[src/pkg/fcdo_pkg.sv]
// package: register map, field layout and timing constants for flash control
package fcdo_pkg;
  // register byte addresses on the axi4-lite slave
  localparam logic [7:0] ADDR_CLKDIV = 8'h00;
  localparam logic [7:0] ADDR_OPTS = 8'h04;
  localparam logic [7:0] ADDR_KEYCTL = 8'h08;
  localparam logic [7:0] ADDR_KEYDATA = 8'h0c;
  localparam logic [7:0] ADDR_STATUS = 8'h10;
  // divider register fields
  localparam int DIV_LOADED_BIT = 7;
  localparam int PRESCALE_BIT = 6;
  localparam int DIV_W = 6;
  localparam logic [2:0] PRESCALE_LAST = 3'h7;
  // options register fields
  localparam int BACKDOOR_KEY_ENABLE_BIT = 7;
  localparam int NORED_BIT = 6;
  localparam logic [7:0] OPTS_MASK = 8'hc3;
  localparam logic [1:0] SEC_OPEN = 2'h2;
  // key sequencing
  localparam int KEY_BYTES = 8;
  localparam logic [3:0] KEY_LAST = 4'h7;
  // axi responses
  localparam logic [1:0] RESP_OKAY = 2'h0;
  localparam logic [1:0] RESP_SLVERR = 2'h2;

  typedef struct packed {
    logic loaded;
    logic prescale_by_eight;
    logic [5:0] divisor;
  } fcdo_div_t;

  typedef struct packed {
    logic backdoor_key_enable;
    logic vector_redirect_disable;
    logic [3:0] zero;
    logic [1:0] security_code;
  } fcdo_opt_t;
endpackage

[src/logic/fcdo_ctrl.sv]
// flash clock divider, options register, security gate and axi4-lite slave
`timescale 1ns/1ps
// Function
// - divider top bit status; low bits write-once
// - loaded flag cleared at reset, set first write
// - erase/program refused until divisor loaded
// - prescale bit selects bus or bus/8
// - divide selected input by divisor plus one
// - timing pulse one bus-clock cycle wide
// - options byte copied from flash at reset
// - options bits 5:2 zero; writes ignored
// - key enable gates eight-byte backdoor unlock
// - debug interface key writes never unlock
// - options bit 6 disables vector redirection
// - code 1:0 unsecured, others secured
// - secured memory blocked for unsecured sources
// - key match or blank check unsecures
// - blocked writes dropped, reads return zero
module fcdo_ctrl
  import fcdo_pkg::*;
(
  // clock and reset
  input wire logic aclk,
  input wire logic aresetn,
  // axi4-lite slave
  input wire logic [7:0] s_awaddr,
  input wire logic s_awvalid,
  output logic s_awready,
  input wire logic [31:0] s_wdata,
  input wire logic [3:0] s_wstrb,
  input wire logic s_wvalid,
  output logic s_wready,
  output logic [1:0] s_bresp,
  output logic s_bvalid,
  input wire logic s_bready,
  input wire logic [7:0] s_araddr,
  input wire logic s_arvalid,
  output logic s_arready,
  output logic [31:0] s_rdata,
  output logic [1:0] s_rresp,
  output logic s_rvalid,
  input wire logic s_rready,
  // nonvolatile loader (same clock, stable around reset)
  input wire logic [7:0] nonvolatile_options_byte,
  input wire logic [63:0] backdoor_compare_key,
  input wire logic blank_check_pass,
  // flash command side
  input wire logic erase_program_req,
  output logic erase_program_grant,
  output logic erase_program_refused,
  output logic flash_clk_pulse,
  // memory access gate
  input wire logic mem_req,
  input wire logic mem_src_secure,
  input wire logic mem_write,
  input wire logic [7:0] mem_wdata_in,
  input wire logic [7:0] mem_rdata_in,
  output logic mem_write_en,
  output logic [7:0] mem_rdata_out,
  // decoded options
  output logic vector_redirect_en,
  output logic secured,
  // key write source: high when issued by the debug interface
  input wire logic key_src_debug
);

  // ***************************************
  // bus channel state
  // ***************************************
  fcdo_div_t div_ff, nxt_div;
  fcdo_opt_t opt_ff, nxt_opt;
  logic [7:0] awaddr_ff;
  logic aw_held_ff, w_held_ff;
  logic [31:0] wdata_ff;
  logic [3:0] wstrb_ff;
  logic boot_ff;
  logic key_active_ff;
  logic [3:0] key_idx_ff;
  logic key_ok_ff;
  logic key_debug_seen_ff;
  logic [2:0] pre_cnt_ff;
  logic [5:0] div_cnt_ff;

  assign s_awready = !aw_held_ff && !s_bvalid;
  assign s_wready = !w_held_ff && !s_bvalid;
  wire aw_take = s_awvalid && s_awready;
  wire w_take = s_wvalid && s_wready;
  wire have_aw = aw_held_ff || aw_take;
  wire have_w = w_held_ff || w_take;
  wire wr_go = have_aw && have_w && !s_bvalid;
  wire [7:0] wr_addr = aw_held_ff ? awaddr_ff : s_awaddr;
  wire [31:0] wr_data = w_held_ff ? wdata_ff : s_wdata;
  wire [3:0] wr_strb = w_held_ff ? wstrb_ff : s_wstrb;
  wire wr_lane0 = wr_go && wr_strb[0];
  wire wr_div = wr_lane0 && (wr_addr == ADDR_CLKDIV);
  wire wr_keyctl = wr_lane0 && (wr_addr == ADDR_KEYCTL);
  wire wr_keydat = wr_lane0 && (wr_addr == ADDR_KEYDATA);
  wire wr_known = (wr_addr == ADDR_CLKDIV) || (wr_addr == ADDR_OPTS) ||
    (wr_addr == ADDR_KEYCTL) || (wr_addr == ADDR_KEYDATA) ||
    (wr_addr == ADDR_STATUS);

  always_ff @(posedge aclk) begin
    if (!aresetn) begin
      aw_held_ff <= 1'b0;
      w_held_ff <= 1'b0;
      awaddr_ff <= 8'h00;
      wdata_ff <= 32'h0000_0000;
      wstrb_ff <= 4'h0;
      s_bvalid <= 1'b0;
      s_bresp <= RESP_OKAY;
    end else begin
      if (aw_take) begin
        awaddr_ff <= s_awaddr;
      end
      if (w_take) begin
        wdata_ff <= s_wdata;
        wstrb_ff <= s_wstrb;
      end
      aw_held_ff <= have_aw && !wr_go;
      w_held_ff <= have_w && !wr_go;
      if (wr_go) begin
        s_bvalid <= 1'b1;
        s_bresp <= wr_known ? RESP_OKAY : RESP_SLVERR;
      end else if (s_bready) begin
        s_bvalid <= 1'b0;
      end
    end
  end

  // ***************************************
  // divider register
  // ***************************************
  always_comb begin
    nxt_div = div_ff;
    if (wr_div && !div_ff.loaded) begin
      nxt_div.prescale_by_eight = wr_data[PRESCALE_BIT];
      nxt_div.divisor = wr_data[DIV_W-1:0];
    end
    if (wr_div) begin
      nxt_div.loaded = 1'b1;
    end
  end

  // ***************************************
  // options and security
  // ***************************************
  wire key_match = (key_idx_ff == KEY_BYTES[3:0]) && key_ok_ff &&
    !key_debug_seen_ff;
  wire key_close = wr_keyctl && !wr_data[0] && key_active_ff;
  always_comb begin
    nxt_opt = opt_ff;
    // capture options byte after reset release
    if (boot_ff) begin
      nxt_opt = fcdo_opt_t'(nonvolatile_options_byte & OPTS_MASK);
    // key enable gates backdoor unlock; unlock paths
    end else if ((key_close && key_match && opt_ff.backdoor_key_enable)
        || blank_check_pass) begin
      nxt_opt.security_code = SEC_OPEN;
    end
  end

  always_ff @(posedge aclk) begin
    if (!aresetn) begin
      div_ff <= '0;
      opt_ff <= '0;
      boot_ff <= 1'b1;
    end else begin
      div_ff <= nxt_div;
      opt_ff <= nxt_opt;
      boot_ff <= 1'b0;
    end
  end

  // ***************************************
  // backdoor key sequencing
  // ***************************************
  // bytes must arrive in order; any mismatch spoils the whole attempt
  wire [7:0] key_byte = backdoor_compare_key[63 - 8*key_idx_ff[2:0] -: 8];
  always_ff @(posedge aclk) begin
    if (!aresetn) begin
      key_active_ff <= 1'b0;
      key_idx_ff <= 4'h0;
      key_ok_ff <= 1'b0;
      key_debug_seen_ff <= 1'b0;
    end else if (wr_keyctl) begin
      key_active_ff <= wr_data[0];
      key_idx_ff <= 4'h0;
      key_ok_ff <= 1'b1;
      key_debug_seen_ff <= 1'b0;
    end else if (wr_keydat && key_active_ff) begin
      if (key_src_debug) begin
        key_debug_seen_ff <= 1'b1;
      end
      if (key_idx_ff <= KEY_LAST) begin
        key_ok_ff <= key_ok_ff && (wr_data[7:0] == key_byte);
        key_idx_ff <= key_idx_ff + 4'h1;
      end else begin
        key_ok_ff <= 1'b0;
      end
    end
  end

  // ***************************************
  // flash clock divider
  // ***************************************
  // prescale tick every eighth bus clock when selected
  wire pre_tick = !div_ff.prescale_by_eight || (pre_cnt_ff == PRESCALE_LAST);
  wire div_wrap = pre_tick && (div_cnt_ff == div_ff.divisor);
  always_ff @(posedge aclk) begin
    if (!aresetn || !div_ff.loaded) begin
      pre_cnt_ff <= 3'h0;
      div_cnt_ff <= 6'h00;
      flash_clk_pulse <= 1'b0;
    end else begin
      pre_cnt_ff <= div_ff.prescale_by_eight ? pre_cnt_ff + 3'h1 : 3'h0;
      if (pre_tick) begin
        div_cnt_ff <= div_wrap ? 6'h00 : div_cnt_ff + 6'h01;
      end
      // one pulse per flash clock period
      flash_clk_pulse <= div_wrap;
    end
  end

  assign erase_program_grant = erase_program_req && div_ff.loaded;
  assign erase_program_refused = erase_program_req && !div_ff.loaded;

  // ***************************************
  // decoded options and memory gate
  // ***************************************
  // only 1:0 is unsecured
  assign secured = opt_ff.security_code != SEC_OPEN;
  assign vector_redirect_en = !opt_ff.vector_redirect_disable;
  wire mem_blocked = secured && !mem_src_secure;
  // drop writes, zero reads when blocked
  assign mem_write_en = mem_req && mem_write && !mem_blocked;
  assign mem_rdata_out = mem_blocked ? 8'h00 : mem_rdata_in;
  wire unused_wdata = ^mem_wdata_in;

  // ***************************************
  // read channel
  // ***************************************
  // options read with bits 5:2 zero; writes ignored
  wire [7:0] rd_byte =
    (s_araddr == ADDR_CLKDIV) ? div_ff :
    (s_araddr == ADDR_OPTS) ? (opt_ff & OPTS_MASK) :
    (s_araddr == ADDR_KEYCTL) ? {7'h00, key_active_ff} :
    (s_araddr == ADDR_STATUS) ? {4'h0, key_idx_ff} : 8'h00;
  wire rd_known = (s_araddr == ADDR_CLKDIV) || (s_araddr == ADDR_OPTS) ||
    (s_araddr == ADDR_KEYCTL) || (s_araddr == ADDR_KEYDATA) ||
    (s_araddr == ADDR_STATUS);
  assign s_arready = !s_rvalid;
  always_ff @(posedge aclk) begin
    if (!aresetn) begin
      s_rvalid <= 1'b0;
      s_rdata <= 32'h0000_0000;
      s_rresp <= RESP_OKAY;
    end else if (s_arvalid && s_arready) begin
      s_rvalid <= 1'b1;
      s_rdata <= {24'h000000, rd_byte};
      s_rresp <= rd_known ? RESP_OKAY : RESP_SLVERR;
    end else if (s_rready) begin
      s_rvalid <= 1'b0;
    end
  end

endmodule

[config.mk]
export PLATFORM = sky130hd
export DESIGN_NAME = fcdo_ctrl
export DESIGN_NICKNAME = d
export VERILOG_FILES = /design/src/pkg/fcdo_pkg.sv /design/src/logic/fcdo_ctrl.sv
export SDC_FILE = /design/constraint.sdc
export NUM_CORES = 1
export LEC_CHECK = 0
export ABC_AREA = 1
export BUFFER_PORTS_ARGS = -buffer_cell sky130_fd_sc_hd__buf_2
export CELL_PAD_IN_SITES_DETAIL_PLACEMENT = 1
export CELL_PAD_IN_SITES_GLOBAL_PLACEMENT = 1
export CORE_ASPECT_RATIO = 0.8
export CORE_MARGIN = 1
export CORE_UTILIZATION = 32
export CTS_CLUSTER_DIAMETER = 30
export DETAILED_ROUTE_END_ITERATION = 10
export MAX_ROUTING_LAYER = met4
export PLACE_DENSITY_LB_ADDON = 0.1
export SYNTH_ARGS = -nofsm -noshare
export SYNTH_HDL_FRONTEND = slang
export SYNTH_SLANG_ARGS = --single-unit
export TNS_END_PERCENT = 30
[constraint.sdc]
create_clock -name aclk -period 3.5 [get_ports aclk]
set_clock_uncertainty 0.05 [all_clocks]
set_input_delay 0.175 -clock aclk [delete_from_list [all_inputs] [get_ports aclk]]
set_output_delay 0.175 -clock aclk [all_outputs]
set_load 0.005 [all_outputs]
### Yosys cells after proc, flatten, opt, wreduce, memory -nomap -nowiden

Index checks and enable logic that the tools add are counted.

| word-level totals | value |
|---|---|
| memories | 0 |
| input port bits | 153 |
| output and inout port bits | 55 |
| logic and storage cells | 130 |
| latch bits | 0 |
| bits in read-only memories | 0 |
| register bits | 63 |
| bits in writable memories | 0 |

| cells by class | value |
|---|---|
| add/sub/neg operators | 4 |
| shift-type cells | 1 |
| bitwise operators | 2 |
| eq/ne operators | 13 |
| mux-type cells | 21 |
| reduce and logical (&&, ||, !) cells | 64 |
| magnitude comparators | 1 |
| multiply operators | 0 |
| divide/modulo/power cells | 0 |

Operator list:

| kind | count |
|---|---|
| $shiftx 71x33->8 | 1 |
| $mux 8 | 5 |
| $eq 8x4->1 const B | 4 |
| $logic_and 1x1->1 | 28 |
| $eq 8x3->1 const B | 2 |
| $eq 8x5->1 const B | 2 |
| $logic_not 8->1 | 2 |
| $logic_not 1->1 | 13 |
| $logic_or 1x1->1 | 13 |
| $mux 1 | 9 |
| $eq 8x8->1 | 1 |
| $mux 2 | 4 |
| $mux 4 | 2 |
| $reduce_bool 2->1 | 4 |
| $sub 6x6->7 const A | 1 |
| $add 6x1->6 const B | 1 |
| $eq 6x6->1 | 1 |
| $mux 6 | 1 |
| $add 4x1->4 const B | 1 |
| $eq 4x4->1 const B | 1 |
| $le 4x3->1 const B | 1 |
| $reduce_and 2->1 | 2 |
| $reduce_or 2->1 | 2 |
| $add 3x1->3 const B | 1 |
| other kinds (3) | 4 |

### Longest topological paths before layout

| logic depth | value |
|---|---|
| word-level depth | 15 |
| depth in mapped cells | 17 |
| depth with buffers taken out | 15 |

### Least setup slack after synthesis

No wires, ideal clock.

| timing | value |
|---|---|
| kind | reg-to-reg |
| start point | register aw_held_ff |
| end point | register key_idx_ff[1] |
| library setup time | 0.122 ns |
| period minus slack after synthesis | 1.742 ns |
| arrival time | 1.570 ns |
| data required time | 3.328 ns |
| buffers on the path | 1 |
| stages on the path, launching flop included | 10 |
| slack | 1.758 ns |
| cells stage by stage | dfxtp_1 -> buf_6 -> mux2i_1 -> nand4_1 -> inv_1 -> nand2_1 -> nor3_2 -> nand2_1 -> o21ai_1 -> a21oi_1 |

| between the ends | value |
|---|---|
| longest elaborated chain between the ends | 10 |
| elaborated cells on any way between the ends | 15 |
| those cells by class | 2 x eq/ne; 1 x mux; 12 x reduce/logical |

RTL lines:

| element | RTL line | text |
|---|---|---|
| start: declaration | fcdo_ctrl.sv:73 | `logic aw_held_ff, w_held_ff;` |
| start signal: assignment | fcdo_ctrl.sv:119 | `aw_held_ff <= have_aw && !wr_go;` |
| $logic_not 1->1 | fcdo_ctrl.sv:84 | `assign s_awready = !aw_held_ff && !s_bvalid;` |
| $logic_and 1x1->1 | fcdo_ctrl.sv:84 |  |
| $logic_and 1x1->1 | fcdo_ctrl.sv:86 | `wire aw_take = s_awvalid && s_awready;` |
| $logic_or 1x1->1 | fcdo_ctrl.sv:88 | `wire have_aw = aw_held_ff \|\| aw_take;` |
| $logic_and 1x1->1 (2 in series) | fcdo_ctrl.sv:90 | `wire wr_go = have_aw && have_w && !s_bvalid;` |
| $logic_and 1x1->1 | fcdo_ctrl.sv:94 | `wire wr_lane0 = wr_go && wr_strb[0];` |
| $logic_and 1x1->1 | fcdo_ctrl.sv:97 | `wire wr_keydat = wr_lane0 && (wr_addr == ADDR_KEYDATA);` |
| $logic_and 1x1->1 | fcdo_ctrl.sv:190 | `end else if (wr_keydat && key_active_ff) begin` |
| $reduce_and 2->1 (no line) | - |  |
| end signal: assignment | fcdo_ctrl.sv:196 | `key_idx_ff <= key_idx_ff + 4'h1;` |
| end: declaration | fcdo_ctrl.sv:78 | `logic [3:0] key_idx_ff;` |

Several ways; a longest one is shown, not always the timed one.
A chain may end at the register's enable or synchronous reset.

### Final worst setup path

| timing | value |
|---|---|
| start point | register aw_held_ff |
| end point | register div_ff[2] (netlist bit) |

| between the ends | value |
|---|---|
| longest elaborated chain between the ends | 9 |
| elaborated cells on any way between the ends | 11 |
| those cells by class | 1 x mux; 10 x reduce/logical |

RTL lines:

| element | RTL line | text |
|---|---|---|
| $logic_not 1->1 | fcdo_ctrl.sv:84 |  |
| $logic_and 1x1->1 | fcdo_ctrl.sv:84 |  |
| $logic_and 1x1->1 | fcdo_ctrl.sv:86 |  |
| $logic_or 1x1->1 | fcdo_ctrl.sv:88 |  |
| $logic_and 1x1->1 (2 in series) | fcdo_ctrl.sv:90 |  |
| $logic_and 1x1->1 | fcdo_ctrl.sv:94 |  |
| $logic_and 1x1->1 (*) | fcdo_ctrl.sv:95 | `wire wr_div = wr_lane0 && (wr_addr == ADDR_CLKDIV);` |
| $logic_and 1x1->1 (*) | fcdo_ctrl.sv:135 | `if (wr_div && !div_ff.loaded) begin` |
| end signal: assignment | fcdo_ctrl.sv:168 | `div_ff <= nxt_div;` |
| end: declaration | fcdo_ctrl.sv:70 | `fcdo_div_t div_ff, nxt_div;` |

Mark *: on every way between the ends. The rest lies on a longest branch, timed or not.

==> impl_metrics.toml <==
[yosys]
ys.flop_type = "dfxtp_1"
synth_seq_area_share_pct = 31.2
syn_inst = 622
synth_top_area_share_pct = 31.2
synth.most_common_cell = "nand2_1"
yosys.area.top_type = "dfxtp_1"
syn_area_um2 = 3910
synth_area_leaders = "dfxtp_1, nand2_1, nor2_1, inv_1, o21ai_0"
synth_edf_count = 0
ys_ff_latch = 61
yosys_warnings = 0
synthTopCellsByCount = "nand2_1, nor2_1, inv_1"
synthArstFlopShare_pct = 0
synth_cell_type_count = 44
syn_area_per_cell_um2 = 6.29

[finish]
final_cell_area_um2 = 4920
drive_gt1_share_pct = 24.3
diodes = 0
ff_latch_area_um2 = 1220
fillerInstances = 1625
syn_to_final_growth_pct = 25.8
multi_input_area_um2 = 2140
nets = 917

[place]
dp_hpwl_um = 9720
portBuffers = 142
dp_slack_ps = 1280
gp_congestion = 0.839
dpl-instance-area_um2 = 4640

[clocking]
cts_resized = 0
clock_latency_ps = 330
cts_buffer_depth = 2
numCtsBuffers = 9
cts_num_sinks = 61
post_cts_buffers = 0
cts_hold_buf = 0
cts_htree_levels = 3
cts_tree = "built"
root_buffer = "clkbuf_16"
clkTransAtPathRegs_ps = 50

[min_path]
min-delay-path-class = "input port to flop"

[sta]
min_period_over_period_pct = 64.9
max_slew_margin_pct = 37.4
worst_slack_ps = 1230
rsz0062_at_grt = "no"
setup_tns_ps = 0
maxSlewViolCount = 0
report.final.hold_viol_count = 0
clock.fmax_mhz = 440
setup_viol = 0
min_period_ps = 2270
worst_slew_pin_slew_ps = 938

[drt]
ant_nets = 0
firstDrtPassIters = 7
routedWlPerCell_um = 13.4
via_count = 4287
wirelength_um = 12200
drt-initial-drc-count = 149
drcViolationCount = 4
viasPerCell = 4.70

[worst_setup_path]
crit_start = "aw_held_ff"
r2r_start = "aw_held_ff"
r2r_end = "div_ff[2]"
end_kind = "flop"
crit_fanout = 12
crit_type = "flop to flop"
r2r_slack_ps = 1230
reg2reg_depth = 9
cp.required_ps = 3710
cp.arrival_ps = 2480
endpoint = "div_ff[2]"
cp-start-kind = "flop"

[global_route]
grt_remaining_overflow = 0
grt_pass1_vias = 4207
grt_usage_pct = 20.8
grt_max_degree = 39
grt_antenna_before_repair = 0
grt_pass1_wl_um = 20100

[pwr]
p_per_area_nw_per_um2 = 412
worst_ir_drop_vdd_v = 0.000259
fin_total_pwr_w = 0.00203
power_leakage_nw = 2.53

[floorplan]
io_pins = 208
fp-row-count = 35
dieArea_um2 = 12700
chipWidth_um = 126
initial_core_util_pct = 33.5
die_y_um = 101
coreArea_um2 = 11700

[status]
violations = "DRC"
status = "complete, but fails checks"

[job]
maxCapViolations = 0
## stage by stage
step,hold WS (ps),cells,util (%)
6_report,39.6,912,42.1
5_1_grt,55.3,912,42.1
4_1_cts,33.2,912,42.1
3_5_place_dp,376,896,39.7
3_3_place_gp,358,896,39.7
2_1_floorplan,260,647,-
## routing by layer
| metal | share of wire [%] | up-vias | track usage (%) |
|---|---|---|---|
| li1 | - | 2185 | - |
| met2 | 47 | 83 | 34.4 |
| met5 | 0 | - | - |
| met3 | 3.5 | 11 | 3.98 |
| met4 | 1.0 | 0 | 4.78 |
| met1 | 48 | 2008 | 26.3 |
## kinds of logic after synthesis
group           count (synthesis)  synth area share [%]
compound gates                100                  14.2
fa+ha+maj                       5                  1.60
simple gates                  308                  34.2
flops                          61                  31.2
xor+xnor                        9                  2.02
buf+inv                       137                  16.3
other cells                     1                0.0959
mux                             1                 0.256
## sequential cells by signal, indices dropped and copies added, names as in the netlist, 3 cells and up
name        count
key_idx_ff      4
wdata_ff        8
awaddr_ff       8
div_cnt_ff      6
pre_cnt_ff      3
s_rdata         8
div_ff          8
opt_ff          4
## worst max-delay path: stages (launching register included)
cell and delay, ps:
dfxtp_1 650, inv_1 140, or2_1 230, o21ai_0 170
nand2_1 130, nor2_1 330, nand3_4 180, clkinv_4 120
o21ai_1 70, a21oi_2 140
## layout by cell type (no fill, tap or decap), types with 4 or more instances in the layout
cell       netlist  final
a21oi_1         21     21
buf_2            9    142
buf_4           27      4
clkbuf_16        0      9
clkinv_2         0      5
conb_1           1     26
dfxtp_1         61     61
ha_1             5      5
inv_1           85     85
nand2_1        123    123
nand3_1         38     38
nand4_1          7      7
nor2_1         115    115
o21ai_0         56     56
o21ai_1          6      6
o221ai_1         5      5
or2_2            8      8
xnor2_1          6      6
## how the worst min path moves through the flow
stage	start	endpoint	slack, ps	cells after the start
after floorplan	s_awaddr[0]	awaddr_ff[0]	260	2
after global placement	pre_cnt_ff[0]	pre_cnt_ff[0]	360	1
after detailed placement	pre_cnt_ff[0]	pre_cnt_ff[0]	380	1
after CTS	s_awaddr[2]	awaddr_ff[2]	30	3
after global routing	s_wdata[4]	wdata_ff[4]	60	3
final	s_awaddr[2]	awaddr_ff[2]	40	3
## where the power goes
group	internal (W)	switching (W)	total [W]
registers	0.000748	0.0000463	0.000794
clock network	0.000510	0.000302	0.000812
logic	0.000169	0.000252	0.000421
total	0.00143	0.000601	0.00203
## cell type report
| class | count | area share, % |
|---|---|---|
| clock buffer | 11 | 5.14 |
| clock inverter | 5 | 0.509 |
| inverter | 92 | 7.12 |
| multi-input combinational | 449 | 43.6 |
| sequential | 61 | 24.8 |
| tap | 148 | 3.76 |
| timing repair buffer | 146 | 15.1 |
No activity file was read; power rests on OpenSTA's default activity.
